$ cat config.mk
export PLATFORM = sky130hd
export DESIGN_NAME = pcs_reg_bank
export DESIGN_NICKNAME = d
export VERILOG_FILES = /design/src/inc/pcs_pkg.sv /design/src/pcs_reg_bank.sv /design/src/pcs_sat_counter.sv /design/src/pcs_soft_reset.sv
export SDC_FILE = /design/constraint.sdc
export NUM_CORES = 1
export LEC_CHECK = 0
export BUFFER_PORTS_ARGS = -buffer_cell sky130_fd_sc_hd__clkbuf_2
export CORE_MARGIN = 2
export CORE_UTILIZATION = 45
export CTS_CLUSTER_DIAMETER = 100
export DETAILED_ROUTE_END_ITERATION = 8
export GPL_TIMING_DRIVEN = 0
export MAX_ROUTING_LAYER = met4
export PLACE_DENSITY_LB_ADDON = 0.15
export SYNTH_ARGS = -nofsm -noshare
export SYNTH_HDL_FRONTEND = slang
export SYNTH_SLANG_ARGS = --single-unit
$ cat constraint.sdc
create_clock -name sys_clk_i -period 4.9 [get_ports sys_clk_i]
set_input_delay 0.245 -clock sys_clk_i [delete_from_list [all_inputs] [get_ports sys_clk_i]]
set_output_delay 0.245 -clock sys_clk_i [all_outputs]
set_load 0.005 [all_outputs]
$ cat src/inc/pcs_pkg.sv
// Shared constants, register map and address decode for the coding-sublayer register bank.
package pcs_pkg;

    // Register word and meaningful field widths.
    localparam int unsigned BUS_W = 32;
    localparam int unsigned REG_W = 16;
    localparam int unsigned MMS_W = 4;
    localparam int unsigned ADDR_W = 16;

    // Memory map selections that hold these registers.
    localparam logic [MMS_W-1:0] MMS_PCS = 4'h2;
    localparam logic [MMS_W-1:0] MMS_PMA = 4'h3;

    // Register offsets inside a memory map selection.
    localparam logic [ADDR_W-1:0] OFS_PRESENCE_ONE = 16'h0005;
    localparam logic [ADDR_W-1:0] OFS_PRESENCE_TWO = 16'h0006;
    localparam logic [ADDR_W-1:0] OFS_EXT_ABILITY = 16'h0012;
    localparam logic [ADDR_W-1:0] OFS_CS_STATUS = 16'h08F4;
    localparam logic [ADDR_W-1:0] OFS_FAR_BABBLE = 16'h08F5;
    localparam logic [ADDR_W-1:0] OFS_PHYS_COLL = 16'h08F6;
    localparam logic [ADDR_W-1:0] OFS_ATT_CTRL = 16'h08F9;

    // Field positions.
    localparam int unsigned BIT_JABBER_FAULT = 7;
    localparam int unsigned BIT_SOFT_RESET = 15;
    localparam int unsigned BIT_TX_SHUTDOWN = 14;
    localparam int unsigned BIT_SHARED_BUS = 10;
    localparam int unsigned BIT_LOOPBACK = 0;

    // Constant register contents and reset values.
    localparam logic [REG_W-1:0] VAL_PRESENCE_ONE = 16'h000B;
    localparam logic [REG_W-1:0] VAL_PRESENCE_TWO = 16'h0000;
    localparam logic [REG_W-1:0] VAL_EXT_ABILITY = 16'h0008;
    localparam logic [REG_W-1:0] RST_ATT_CTRL = 16'h0400;
    localparam logic [REG_W-1:0] VAL_ZERO = 16'h0000;
    localparam logic [BUS_W-REG_W-1:0] VAL_UPPER = 16'h0000;

    // Soft reset duration and clock.
    localparam int unsigned CLK_PERIOD_NS = 10;
    localparam int unsigned SOFT_RESET_NS = 1000;
    localparam int unsigned SOFT_RESET_CYCLES = (SOFT_RESET_NS + CLK_PERIOD_NS - 1) / CLK_PERIOD_NS;

    typedef enum logic [2:0] {
        PCS_SEL_NONE,
        PCS_SEL_PRESENCE_ONE,
        PCS_SEL_PRESENCE_TWO,
        PCS_SEL_EXT_ABILITY,
        PCS_SEL_CS_STATUS,
        PCS_SEL_FAR_BABBLE,
        PCS_SEL_PHYS_COLL,
        PCS_SEL_ATT_CTRL
    } pcs_sel_e;

    // Presence registers exist in both selections; the rest in one each.
    function automatic pcs_sel_e pcs_decode(input logic [MMS_W-1:0] memory_map_select, input logic [ADDR_W-1:0] addr);
        pcs_sel_e sel;
        sel = PCS_SEL_NONE;
        if (memory_map_select == MMS_PCS || memory_map_select == MMS_PMA) begin
            if (addr == OFS_PRESENCE_ONE) sel = PCS_SEL_PRESENCE_ONE;
            if (addr == OFS_PRESENCE_TWO) sel = PCS_SEL_PRESENCE_TWO;
        end
        if (memory_map_select == MMS_PCS) begin
            if (addr == OFS_CS_STATUS) sel = PCS_SEL_CS_STATUS;
            if (addr == OFS_FAR_BABBLE) sel = PCS_SEL_FAR_BABBLE;
            if (addr == OFS_PHYS_COLL) sel = PCS_SEL_PHYS_COLL;
        end
        if (memory_map_select == MMS_PMA) begin
            if (addr == OFS_EXT_ABILITY) sel = PCS_SEL_EXT_ABILITY;
            if (addr == OFS_ATT_CTRL) sel = PCS_SEL_ATT_CTRL;
        end
        return sel;
    endfunction

endpackage

$ cat src/pcs_reg_bank.sv
// Coding-sublayer and medium-attachment register bank of the MAC-PHY.
`timescale 1ns/10ps
module pcs_reg_bank #(
    parameter int unsigned SOFT_RESET_CYCLES = pcs_pkg::SOFT_RESET_CYCLES
) (
    input wire logic sys_clk_i,
    input wire logic reset_n_i,
    // Register access, already unframed from the serial host interface.
    input wire logic reg_rd_i,
    input wire logic reg_wr_i,
    input wire logic [pcs_pkg::MMS_W-1:0] memory_map_select_i,
    input wire logic [pcs_pkg::ADDR_W-1:0] reg_addr_i,
    input wire logic [pcs_pkg::BUS_W-1:0] reg_wdata_i,
    output logic [pcs_pkg::BUS_W-1:0] reg_rdata_o,
    output logic reg_rvalid_o,
    // Line events from the coding sublayer.
    input wire logic local_jabber_i,
    input wire logic far_babble_i,
    input wire logic phys_collision_i,
    input wire logic logical_collision_i,
    // Writes made through the legacy and management control copies.
    input wire logic alias_soft_reset_i,
    input wire logic alias_loopback_wr_i,
    input wire logic alias_loopback_i,
    // Controls to the sublayers.
    output logic attachment_soft_reset_o,
    output logic transmit_shutdown_o,
    output logic loopback_o
);

    // The length counter only feeds a check below; it must be wide enough for SOFT_RESET_CYCLES.
    localparam int unsigned SRST_LEN_W = 16;
    localparam logic [SRST_LEN_W-1:0] SRST_LEN = SRST_LEN_W'(SOFT_RESET_CYCLES);
    localparam logic [SRST_LEN_W-1:0] SRST_LEN_ONE = {{(SRST_LEN_W-1){1'b0}}, 1'b1};
    localparam logic [pcs_pkg::REG_W-1:0] COUNT_ONE = {{(pcs_pkg::REG_W-1){1'b0}}, 1'b1};

    typedef struct packed {
        logic jabber_fault_flag;
        logic transmit_shutdown;
        logic loopback;
        logic rvalid;
        logic [pcs_pkg::BUS_W-1:0] rdata;
        logic [SRST_LEN_W-1:0] srst_len;
    } pcs_bank_s;

    pcs_bank_s state_q;
    pcs_bank_s state_d;

    pcs_pkg::pcs_sel_e rd_sel;
    pcs_pkg::pcs_sel_e wr_sel;
    logic [pcs_pkg::REG_W-1:0] far_babble_count;
    logic [pcs_pkg::REG_W-1:0] phys_collision_count;
    logic [pcs_pkg::REG_W-1:0] wr_field;
    logic [pcs_pkg::REG_W-1:0] rd_field;
    logic srst_busy;
    logic srst_start;
    logic ctrl_wr;
    logic clr_far;
    logic clr_coll;

    assign rd_sel = reg_rd_i ? pcs_pkg::pcs_decode(memory_map_select_i, reg_addr_i) : pcs_pkg::PCS_SEL_NONE;
    assign wr_sel = reg_wr_i ? pcs_pkg::pcs_decode(memory_map_select_i, reg_addr_i) : pcs_pkg::PCS_SEL_NONE;
    // Only the low half of a write is looked at.
    assign wr_field = reg_wdata_i[pcs_pkg::REG_W-1:0];
    assign ctrl_wr = (wr_sel == pcs_pkg::PCS_SEL_ATT_CTRL);
    // Either copy of the soft reset bit starts the same sequence.
    assign srst_start = (ctrl_wr && wr_field[pcs_pkg::BIT_SOFT_RESET]) || alias_soft_reset_i;
    assign clr_far = (rd_sel == pcs_pkg::PCS_SEL_FAR_BABBLE);
    assign clr_coll = (rd_sel == pcs_pkg::PCS_SEL_PHYS_COLL);

    pcs_sat_counter #(
        .WIDTH(pcs_pkg::REG_W)
    ) u_far_babble (
        .sys_clk_i(sys_clk_i),
        .reset_n_i(reset_n_i),
        .event_i(far_babble_i),
        .clear_i(clr_far),
        .count_o(far_babble_count)
    );

    // The arbitration's logical collisions never reach this counter.
    pcs_sat_counter #(
        .WIDTH(pcs_pkg::REG_W)
    ) u_phys_collision (
        .sys_clk_i(sys_clk_i),
        .reset_n_i(reset_n_i),
        .event_i(phys_collision_i),
        .clear_i(clr_coll),
        .count_o(phys_collision_count)
    );

    pcs_soft_reset #(
        .HOLD_CYCLES(SOFT_RESET_CYCLES)
    ) u_soft_reset (
        .sys_clk_i(sys_clk_i),
        .reset_n_i(reset_n_i),
        .start_i(srst_start),
        .busy_o(srst_busy)
    );

    // Read data is formed from the values before this cycle's clears take effect.
    always_comb begin
        rd_field = pcs_pkg::VAL_ZERO;
        case (rd_sel)
            pcs_pkg::PCS_SEL_PRESENCE_ONE: begin
                rd_field = pcs_pkg::VAL_PRESENCE_ONE;
            end
            pcs_pkg::PCS_SEL_PRESENCE_TWO: begin
                rd_field = pcs_pkg::VAL_PRESENCE_TWO;
            end
            pcs_pkg::PCS_SEL_EXT_ABILITY: begin
                rd_field = pcs_pkg::VAL_EXT_ABILITY;
            end
            pcs_pkg::PCS_SEL_CS_STATUS: begin
                rd_field[pcs_pkg::BIT_JABBER_FAULT] = state_q.jabber_fault_flag;
            end
            pcs_pkg::PCS_SEL_FAR_BABBLE: begin
                rd_field = far_babble_count;
            end
            pcs_pkg::PCS_SEL_PHYS_COLL: begin
                rd_field = phys_collision_count;
            end
            pcs_pkg::PCS_SEL_ATT_CTRL: begin
                rd_field = pcs_pkg::RST_ATT_CTRL;
                rd_field[pcs_pkg::BIT_SOFT_RESET] = srst_busy;
                rd_field[pcs_pkg::BIT_TX_SHUTDOWN] = state_q.transmit_shutdown;
                rd_field[pcs_pkg::BIT_LOOPBACK] = state_q.loopback;
            end
            default: begin
                rd_field = pcs_pkg::VAL_ZERO;
            end
        endcase
    end

    always_comb begin
        state_d = state_q;
        state_d.rvalid = reg_rd_i;
        if (reg_rd_i) begin
            state_d.rdata = {pcs_pkg::VAL_UPPER, rd_field};
        end
        // A read clears the flag, but a fault in the same cycle keeps it set.
        if (rd_sel == pcs_pkg::PCS_SEL_CS_STATUS) begin
            state_d.jabber_fault_flag = 1'b0;
        end
        if (local_jabber_i || far_babble_i) begin
            state_d.jabber_fault_flag = 1'b1;
        end
        if (ctrl_wr) begin
            state_d.transmit_shutdown = wr_field[pcs_pkg::BIT_TX_SHUTDOWN];
            state_d.loopback = wr_field[pcs_pkg::BIT_LOOPBACK];
        end
        if (alias_loopback_wr_i) begin
            state_d.loopback = alias_loopback_i;
        end
        // Starting a soft reset returns the attachment controls to their defaults.
        if (srst_start && !srst_busy) begin
            state_d.transmit_shutdown = pcs_pkg::RST_ATT_CTRL[pcs_pkg::BIT_TX_SHUTDOWN];
            state_d.loopback = pcs_pkg::RST_ATT_CTRL[pcs_pkg::BIT_LOOPBACK];
        end
        // Cycles the running soft reset has lasted so far.
        if (srst_busy) begin
            state_d.srst_len = state_q.srst_len + SRST_LEN_ONE;
        end else begin
            state_d.srst_len = '0;
        end
    end

    always_ff @(posedge sys_clk_i or negedge reset_n_i) begin
        if (!reset_n_i) begin
            state_q <= '0;
        end else begin
            state_q <= state_d;
        end
    end

    assign reg_rdata_o = state_q.rdata;
    assign reg_rvalid_o = state_q.rvalid;
    assign attachment_soft_reset_o = srst_busy;
    assign transmit_shutdown_o = state_q.transmit_shutdown;
    assign loopback_o = state_q.loopback;
endmodule

$ cat src/pcs_sat_counter.sv
// Saturating event counter that clears when read.
`timescale 1ns/10ps
module pcs_sat_counter #(
    parameter int unsigned WIDTH = pcs_pkg::REG_W
) (
    input wire logic sys_clk_i,
    input wire logic reset_n_i,
    input wire logic event_i,
    input wire logic clear_i,
    output logic [WIDTH-1:0] count_o
);

    typedef struct packed {
        logic [WIDTH-1:0] count;
    } pcs_cnt_s;

    localparam logic [WIDTH-1:0] CNT_MAX = '1;
    localparam logic [WIDTH-1:0] CNT_ZERO = '0;
    localparam logic [WIDTH-1:0] CNT_ONE = {{(WIDTH-1){1'b0}}, 1'b1};

    pcs_cnt_s state_q;
    pcs_cnt_s state_d;

    // An event in the cycle of the clearing read is kept as the first count after it.
    always_comb begin
        state_d = state_q;
        if (clear_i) begin
            state_d.count = event_i ? CNT_ONE : CNT_ZERO;
        end else if (event_i && state_q.count != CNT_MAX) begin
            state_d.count = state_q.count + CNT_ONE;
        end
    end

    always_ff @(posedge sys_clk_i or negedge reset_n_i) begin
        if (!reset_n_i) begin
            state_q <= '0;
        end else begin
            state_q <= state_d;
        end
    end

    assign count_o = state_q.count;
endmodule

$ cat src/pcs_soft_reset.sv
// Soft reset sequencer: holds the reset for a fixed time, then releases it.
`timescale 1ns/10ps
module pcs_soft_reset #(
    parameter int unsigned HOLD_CYCLES = pcs_pkg::SOFT_RESET_CYCLES
) (
    input wire logic sys_clk_i,
    input wire logic reset_n_i,
    input wire logic start_i,
    output logic busy_o
);

    typedef struct packed {
        logic busy;
        logic [15:0] left;
    } pcs_srst_s;

    localparam logic [15:0] HOLD_LOAD = 16'(HOLD_CYCLES - 1);
    localparam logic [15:0] LEFT_ONE = 16'h0001;

    pcs_srst_s state_q;
    pcs_srst_s state_d;

    // A start while busy is absorbed; the running reset already covers it.
    always_comb begin
        state_d = state_q;
        if (!state_q.busy) begin
            if (start_i) begin
                state_d.busy = 1'b1;
                state_d.left = HOLD_LOAD;
            end
        end else if (state_q.left == '0) begin
            state_d.busy = 1'b0;
        end else begin
            state_d.left = state_q.left - LEFT_ONE;
        end
    end

    always_ff @(posedge sys_clk_i or negedge reset_n_i) begin
        if (!reset_n_i) begin
            state_q <= '0;
        end else begin
            state_q <= state_d;
        end
    end

    assign busy_o = state_q.busy;
endmodule

==> results of run 1 <==
sequential cells by signal, summed over array words and instances, names as in the netlist:
name and count:
reg_rdata_o 16, u_far_babble.count_o 16, u_phys_collision.count_o 16, u_soft_reset.state_q 16, loopback_o 1, reg_rvalid_o 1, state_q 1, transmit_shutdown_o 1
u_soft_reset.busy_o 1
worst paths after layout:
check                      slack [ns]                     from  cells after the start                 endpoint
setup / recovery                 2.43  u_far_babble.count_o[0]                      8  u_far_babble.count_o[1]
hold / removal                   0.03                 reg_rd_i                      1             reg_rvalid_o
setup reg to reg                 2.43  u_far_babble.count_o[0]                      8  u_far_babble.count_o[1]
hold reg to reg                  0.51           reg_rdata_o[3]                      1           reg_rdata_o[3]
max in group asynchronous        4.09                reset_n_i                      3  u_soft_reset.state_q[8]
min in group asynchronous        0.27                reset_n_i                      2             reg_rvalid_o
metrics by stage:
step	hold slack [ns]	area, um2	setup WS, ns	utilization (%)
2_1_floorplan	-0.05059	4130	2.697	-
4_1_cts	0.008232	4821	2.450	55.01
6_report	0.02636	4821	2.429	55.01
5_1_grt	0.01387	4821	2.284	55.01
3_5_place_dp	0.09092	4551	2.224	51.93
3_3_place_gp	0.3708	4521	2.287	51.58
cells by family after synthesis:
group	count (synthesis)	synth area share [%]
buffers and inverters	68	9.459
multiplexers	3	0.7371
flip-flops	69	42.38
AND/OR/NAND/NOR	182	25.18
XOR/XNOR	22	4.730
adder cells (fa/ha/maj)	3	0.9215
AO/OA/AOI/OAI	105	16.49
other	1	0.09205
placed cells by master, fill, tap and decap left out, types with 4 or more instances in the layout:
master and instances:
a21oi_1 22, a22oi_1 12, and2_1 5, and3_1 5, buf_2 5, buf_4 33
bufinv_16 4, clkbuf_1 8, clkbuf_2 50, clkbuf_8 9, conb_1 16, dfrtp_1 69
inv_1 22, nand2_1 27, nand2b_1 4, nand3_1 16, nand3b_1 6, nand4_1 12
nor2_1 35, nor2b_1 4, nor3_1 11, nor4_1 10, o211ai_1 4, o21ai_0 32
o22ai_1 4, o31ai_1 8, or3_1 15, or4_1 12, xnor2_1 13, xor2_1 9
power groups by stage:
stage	Clock (mW)	Combinational, mW	Sequential [mW]
after global placement	0	0.258	0.770
final	0.610	0.270	0.765
after global routing	0.644	0.311	0.777
after CTS	0.624	0.271	0.761
after detailed placement	0	0.267	0.773
after floorplan	0	0.195	0.739
layout make-up:
| class | instances | area share, % |
|---|---|---|
| Buffer | 46 | 6.281 |
| Clock buffer | 9 | 2.569 |
| Clock inverter | 6 | 2.829 |
| Inverter | 22 | 1.713 |
| Multi-Input combinational cell | 331 | 41.86 |
| Sequential cell | 69 | 35.82 |
| Tap cell | 108 | 2.803 |
| Timing Repair Buffer | 53 | 6.125 |
per-layer routing:
layer	track usage, %	up-vias	routed length, um
li1	-	1771	-
met1	28.81	1734	4487
met2	33.52	103	4580
met3	3.443	16	431
met4	8.641	0	208
met5	-	-	0
==> impl_results.md, run 1 <==
- Number of H-tree levels: 3
- Static Leak: approximately 2 nW
- Io pins: between 90 and 100
- Layout Nets: 598
- Fin. max-slew vios: 0
- Via count: approximately 3.6k
- CTS Hold Buffers Added: 1
- Detailed Route WL: 9.708 mm
- Power Density: about 340 nW/um2
- Crit path launch type: flip-flop
- Total CTS buffers: 9
- Net Switching: 484.1 uW
- Starting DRC count in detailed routing: between 150 and 200
- Critical path class: flip-flop to flip-flop
- RSZ-0062 raised after global routing: false
- Seq cells post-synth: 69
- Synth area leader: dfrtp_1
- Worst skew pair latency: 0.34 ns
- Max-cap violations: 0
- Residual DRC: 0
- GR Util All Layers: 21.71%
- Rows: 34
- Fillers: between 800 and 900
- Initial core utilization: 46.49%
- Clock Root Buffer: clkbuf_8
- Hold Crit Class: input port to flip-flop
- GP Congestion: 0.8915
- First-pass DRT Iterations: 6
- Post-Place Cells: 628
- Vias in the first global route: approximately 3.5k
- Die width: about 99 um
- Setup Skew: around 0.0087 ns
- Synth Area per Inst: 8.993 um2
- Worst path max stage delay: 0.44 ns
- Register Area: between 1500 and 2000 um2
- Post-CTS Setup Bufs: 0
- Total power: 1.644 mW
- Number of synthesized flops with an enable pin: 0
- Top post-synthesis cells by area: dfrtp_1 (42%), buf_4 (6.1%), o21ai_0 (3.9%)
- Die Ht: 99.15 um
- Seq/Total Area, Yosys: 42.38%
- Worst EP required: 5.13 ns
- Crit path max-delay cell type: dfrtp_1
- Critical-path cell list: ha_1 -> nand2_1 -> or3_1 -> clkbuf_1 -> o21ai_0 -> clkbuf_1 -> mux2i_1 -> nor2_1
- Commonest cells in the netlist: dfrtp_1 (69), nor2_1 (35), buf_4 (33)
- Crit share post-route: between 50% and 60%
- Max IR drop VDD: 0.1933 mV
- Max Buffers Root-to-Sink: 2
- Mapped cell area: 4074 um2
- Dpl hpwl: a little over 7 mm
- Clock group share of total power: about 37%
- Largest fanout on the critical path: 10
- Final min period: approximately 2.5 ns
- Antenna violations before repair: 0
- Top cell type's share of synthesized area: 42.38%
- DR WL/cell: approximately 15 um
- Buffers on Ports: between 50 and 60
- Cell with the most instances after synthesis: dfrtp_1
- Number of buffers and inverters on the critical path: 2
- Switch share: 29.44%
- TritonCTS clock tree: yes
- Crit. End Element: flip-flop
- Area of the multi-input gates: 2018 um2
- Synth Warn #: 0
- Vias/cell: roughly 5.6
- GRT Residual Overflow: 0
- Final-report setup violation count: 0
- Post-CTS sizing: 0
- Slew HR: about half
- Setup tns final: 0 ns
- Post-synth top flop: dfrtp_1
- ANT cells: 0
- First-pass GRT wire length: about 17 mm
- Share of cells above drive strength 1: 21.83%
- Internal Dissipation: 1.160 mW
- Worst path arrival time: 2.70 ns
- Fmax: 404.7 MHz
- Synth cell types: 59
- Clk sinks: 69
- Remaining antenna violation count: 0
- CP top delay family: buffers and inverters
- Run status: completed
- Pin count of the biggest net entering global routing: 66
- Proportion of power drawn by flip-flops and latches: 46.5%
- Core Region: between 8000 and 9000 um2
- Logic pwr share: 16.4%
- CP dominant cell by count: clkbuf_1
- Worst-margin pin slew: 0.7737 ns
- Final Hold Fails: 0
- Area grow syn2layout: 18.34%
- Async SR Flop Fraction: 100.0%
- Final Non-Filler Cells: approximately 640
- DIE AREA: 9830 um2
- Reg clk slew, reported paths: 0.07 ns
- Mapped Cells: 453
Note: power is estimated with default switching activity, not from simulation.
==> run 2: changes to the inputs <==
==> constraint.sdc (replaced) <==
create_clock -name sys_clk_i -period 2.3 [get_ports sys_clk_i]
set_input_delay 0.115 -clock sys_clk_i [delete_from_list [all_inputs] [get_ports sys_clk_i]]
set_output_delay 0.115 -clock sys_clk_i [all_outputs]
set_load 0.005 [all_outputs]
==> run 2 against run 1 <==
  * Fmax up 12%
  * Clock skew down 0.00069 ns
  * Hold slack better by 0.0076 ns
  * Global-route usage up 0.17 points
  * Cell area up 0.96%
  * First-iteration DRC count up 14%
  * Highest routed layer unchanged
==> impl_results.md, run 2 (synthesis results as in run 1) <==
- Post-CTS Setup Bufs: 0 (unchanged)
- Slew HR: 49.40% (+1.3 points)
- Number of H-tree levels: 3 (unchanged)
- Crit share post-route: 95.61% (+45 points)
- Layout Nets: 598 (unchanged)
- Post-layout util: 55.54% (+0.53 points)
- Area grow syn2layout: 19.47%
- Initial core utilization: 46.49% (unchanged)
- Crit path launch type: flip-flop
- Core Region: 8763 um2 (unchanged)
- Final-report setup violation count: 0 (unchanged)
- Most frequent cells in the layout: dfrtp_1 (69), clkbuf_2 (52), nor2_1 (35)
- Total power: 3.520 mW (+110%)
- Worst-margin pin slew: 0.7549 ns (-0.01873 ns)
- Largest fanout on the critical path: 7 (-3)
- Crit. End Element: flip-flop
- Worst skew pair latency: 0.34 ns (about the same)
- First-pass GRT wire length: 16.73 mm (+0.70%)
- Logic pwr share: 16.6% (+0.2 points)
- Run status: completed
- Setup Skew: 0.008052 ns (-0.0006932 ns)
- Hold Crit Class: input port to flip-flop
- GP Congestion: 0.8915 (unchanged)
- Total CTS buffers: 9 (unchanged)
- Switch share: 29.55% (+0.11 points)
- Critical path class: flip-flop to flip-flop
- Antenna violations before repair: 0 (unchanged)
- Dpl hpwl: 7.135 mm (unchanged)
- Worst path arrival time: 2.43 ns (-0.27 ns)
- Reg clk slew, reported paths: 0.08 ns (about the same)
- Internal Dissipation: 2.480 mW (+110%)
- Static Leak: 2.064 nW (+0.76%)
- DR WL/cell: 15.30 um (+1.5%)
- Most common cell after layout, fill and taps aside: dfrtp_1
- Clock Root Buffer: clkbuf_8
- ANT cells: 0 (unchanged)
- Vias in the first global route: 3488 (+0.37%)
- Fmax: 454.7 MHz (+12%)
- DIE AREA: 9830 um2 (unchanged)
- TritonCTS clock tree: yes
- Via count: 3617 (-0.19%)
- Max Buffers Root-to-Sink: 2 (unchanged)
- Final min period: 2.199 ns (-0.2718 ns)
- Starting DRC count in detailed routing: 185 (+14%)
- Residual DRC: 0 (unchanged)
- DP Worst Slack: -0.2457 ns (-2.470 ns)
- Net Switching: 1.040 mW (+110%)
- Die width: 99.15 um (unchanged)
- Power Density: 723.2 nW/um2 (+110%)
- Rows: 34 (unchanged)
- Proportion of power drawn by flip-flops and latches: 46.4% (about the same)
- Detailed Route WL: 9.851 mm (+1.5%)
- Die Ht: 99.15 um (unchanged)
- GR Util All Layers: 21.88% (+0.17 points)
- Share of cells above drive strength 1: 22.95% (+1.1 points)
- Clk sinks: 69 (unchanged)
- Remaining antenna violation count: 0 (unchanged)
- Max-cap violations: 0 (unchanged)
- First-pass DRT Iterations: 5 (-1)
- Cell Area, Placed: 4551 um2 (unchanged)
- Buffers on Ports: 51 (unchanged)
- Max IR drop VDD: 0.4157 mV (+120%)
- Fin. max-slew vios: 0 (unchanged)
- Worst EP required: 2.53 ns (-2.60 ns)
- GRT Residual Overflow: 0 (unchanged)
- Critical-path cell list: or4_4 -> or3_1 -> nor4_1 -> xnor2_1 -> nor2_1
- Pin count of the biggest net entering global routing: 66 (unchanged)
- Crit path max-delay cell type: or4_4
- Vias/cell: 5.616 (-0.19%)
- Design area: 4867 um2 (+0.96%)
- Final worst setup slack: 0.1009 ns (-2.328 ns)
- R2r setup slk: 0.10 ns (-2.33 ns)
- Final Hold Fails: 0 (unchanged)
- Io pins: 99 (unchanged)
- Setup tns final: 0 ns (unchanged)
- RSZ-0062 raised after global routing: false
- Worst path max stage delay: 0.57 ns (+0.13 ns)
- Clock group share of total power: 37.1% (about the same)
==> run 2: critical path: cells and delay by family, from the launching register on <==
kind	cells	cell delay, ns
and+or+nand+nor	4	1.51
xor gates and xnor gates	1	0.16
DFF	1	0.41
==> run 2: worst paths after layout <==
check                                        start                        to  cells past startpoint
max                        u_soft_reset.state_q[5]  u_soft_reset.state_q[14]                      5
min                               alias_loopback_i                loopback_o                      3
max reg2reg                u_soft_reset.state_q[5]  u_soft_reset.state_q[14]                      5
min reg2reg                         reg_rdata_o[3]            reg_rdata_o[3]                      1
max in group asynchronous                reset_n_i   u_soft_reset.state_q[8]                      3
min in group asynchronous                reset_n_i              reg_rvalid_o                      2
==> run 2: layout make-up <==
type	instances	area, um2
fill	822	3896
clock buffer	9	123.9
buffer	44	297.8
clock inverter	6	136.4
timing repair buffer	55	315.3
multi-input combinational	331	2049
inverter	22	82.58
tap	108	135.1
sequential	69	1727
==> run 2: per-layer routing <==
metal	routed length [um]	GRT usage [%]	part of all wire, %
met1	4537	28.77	46
met2	4739	34.25	48
met3	371	3.373	3.8
met4	203	8.535	2.1
met5	0	-	0
==> run 2: repair_timing <==
| item | 4_1_cts | 5_1_grt |
|---|---|---|
| hold buffers | 3 | 0 |
| endpoints found under the hold margin | 71 | 0 |
| gates resized for setup | 3 | 7 |
| setup endpoints to repair | 9 | 29 |
==> run 2: power by group through the flow <==
stage	Sequential, mW	Combinational [mW]	Clock [mW]
detailed placement	1.65	0.568	0
global placement	1.64	0.550	0
CTS	1.62	0.581	1.33
finish	1.63	0.584	1.30
global route	1.66	0.673	1.38
floorplan	1.57	0.415	0
==> run 2: per-stage QoR <==
stage,instances,hold slack (ns)
2_1_floorplan,468,-0.1806
3_3_place_gp,627,0.2408
3_5_place_dp,628,-0.03908
4_1_cts,646,0.01501
5_1_grt,644,0.008228
6_report,644,0.03395
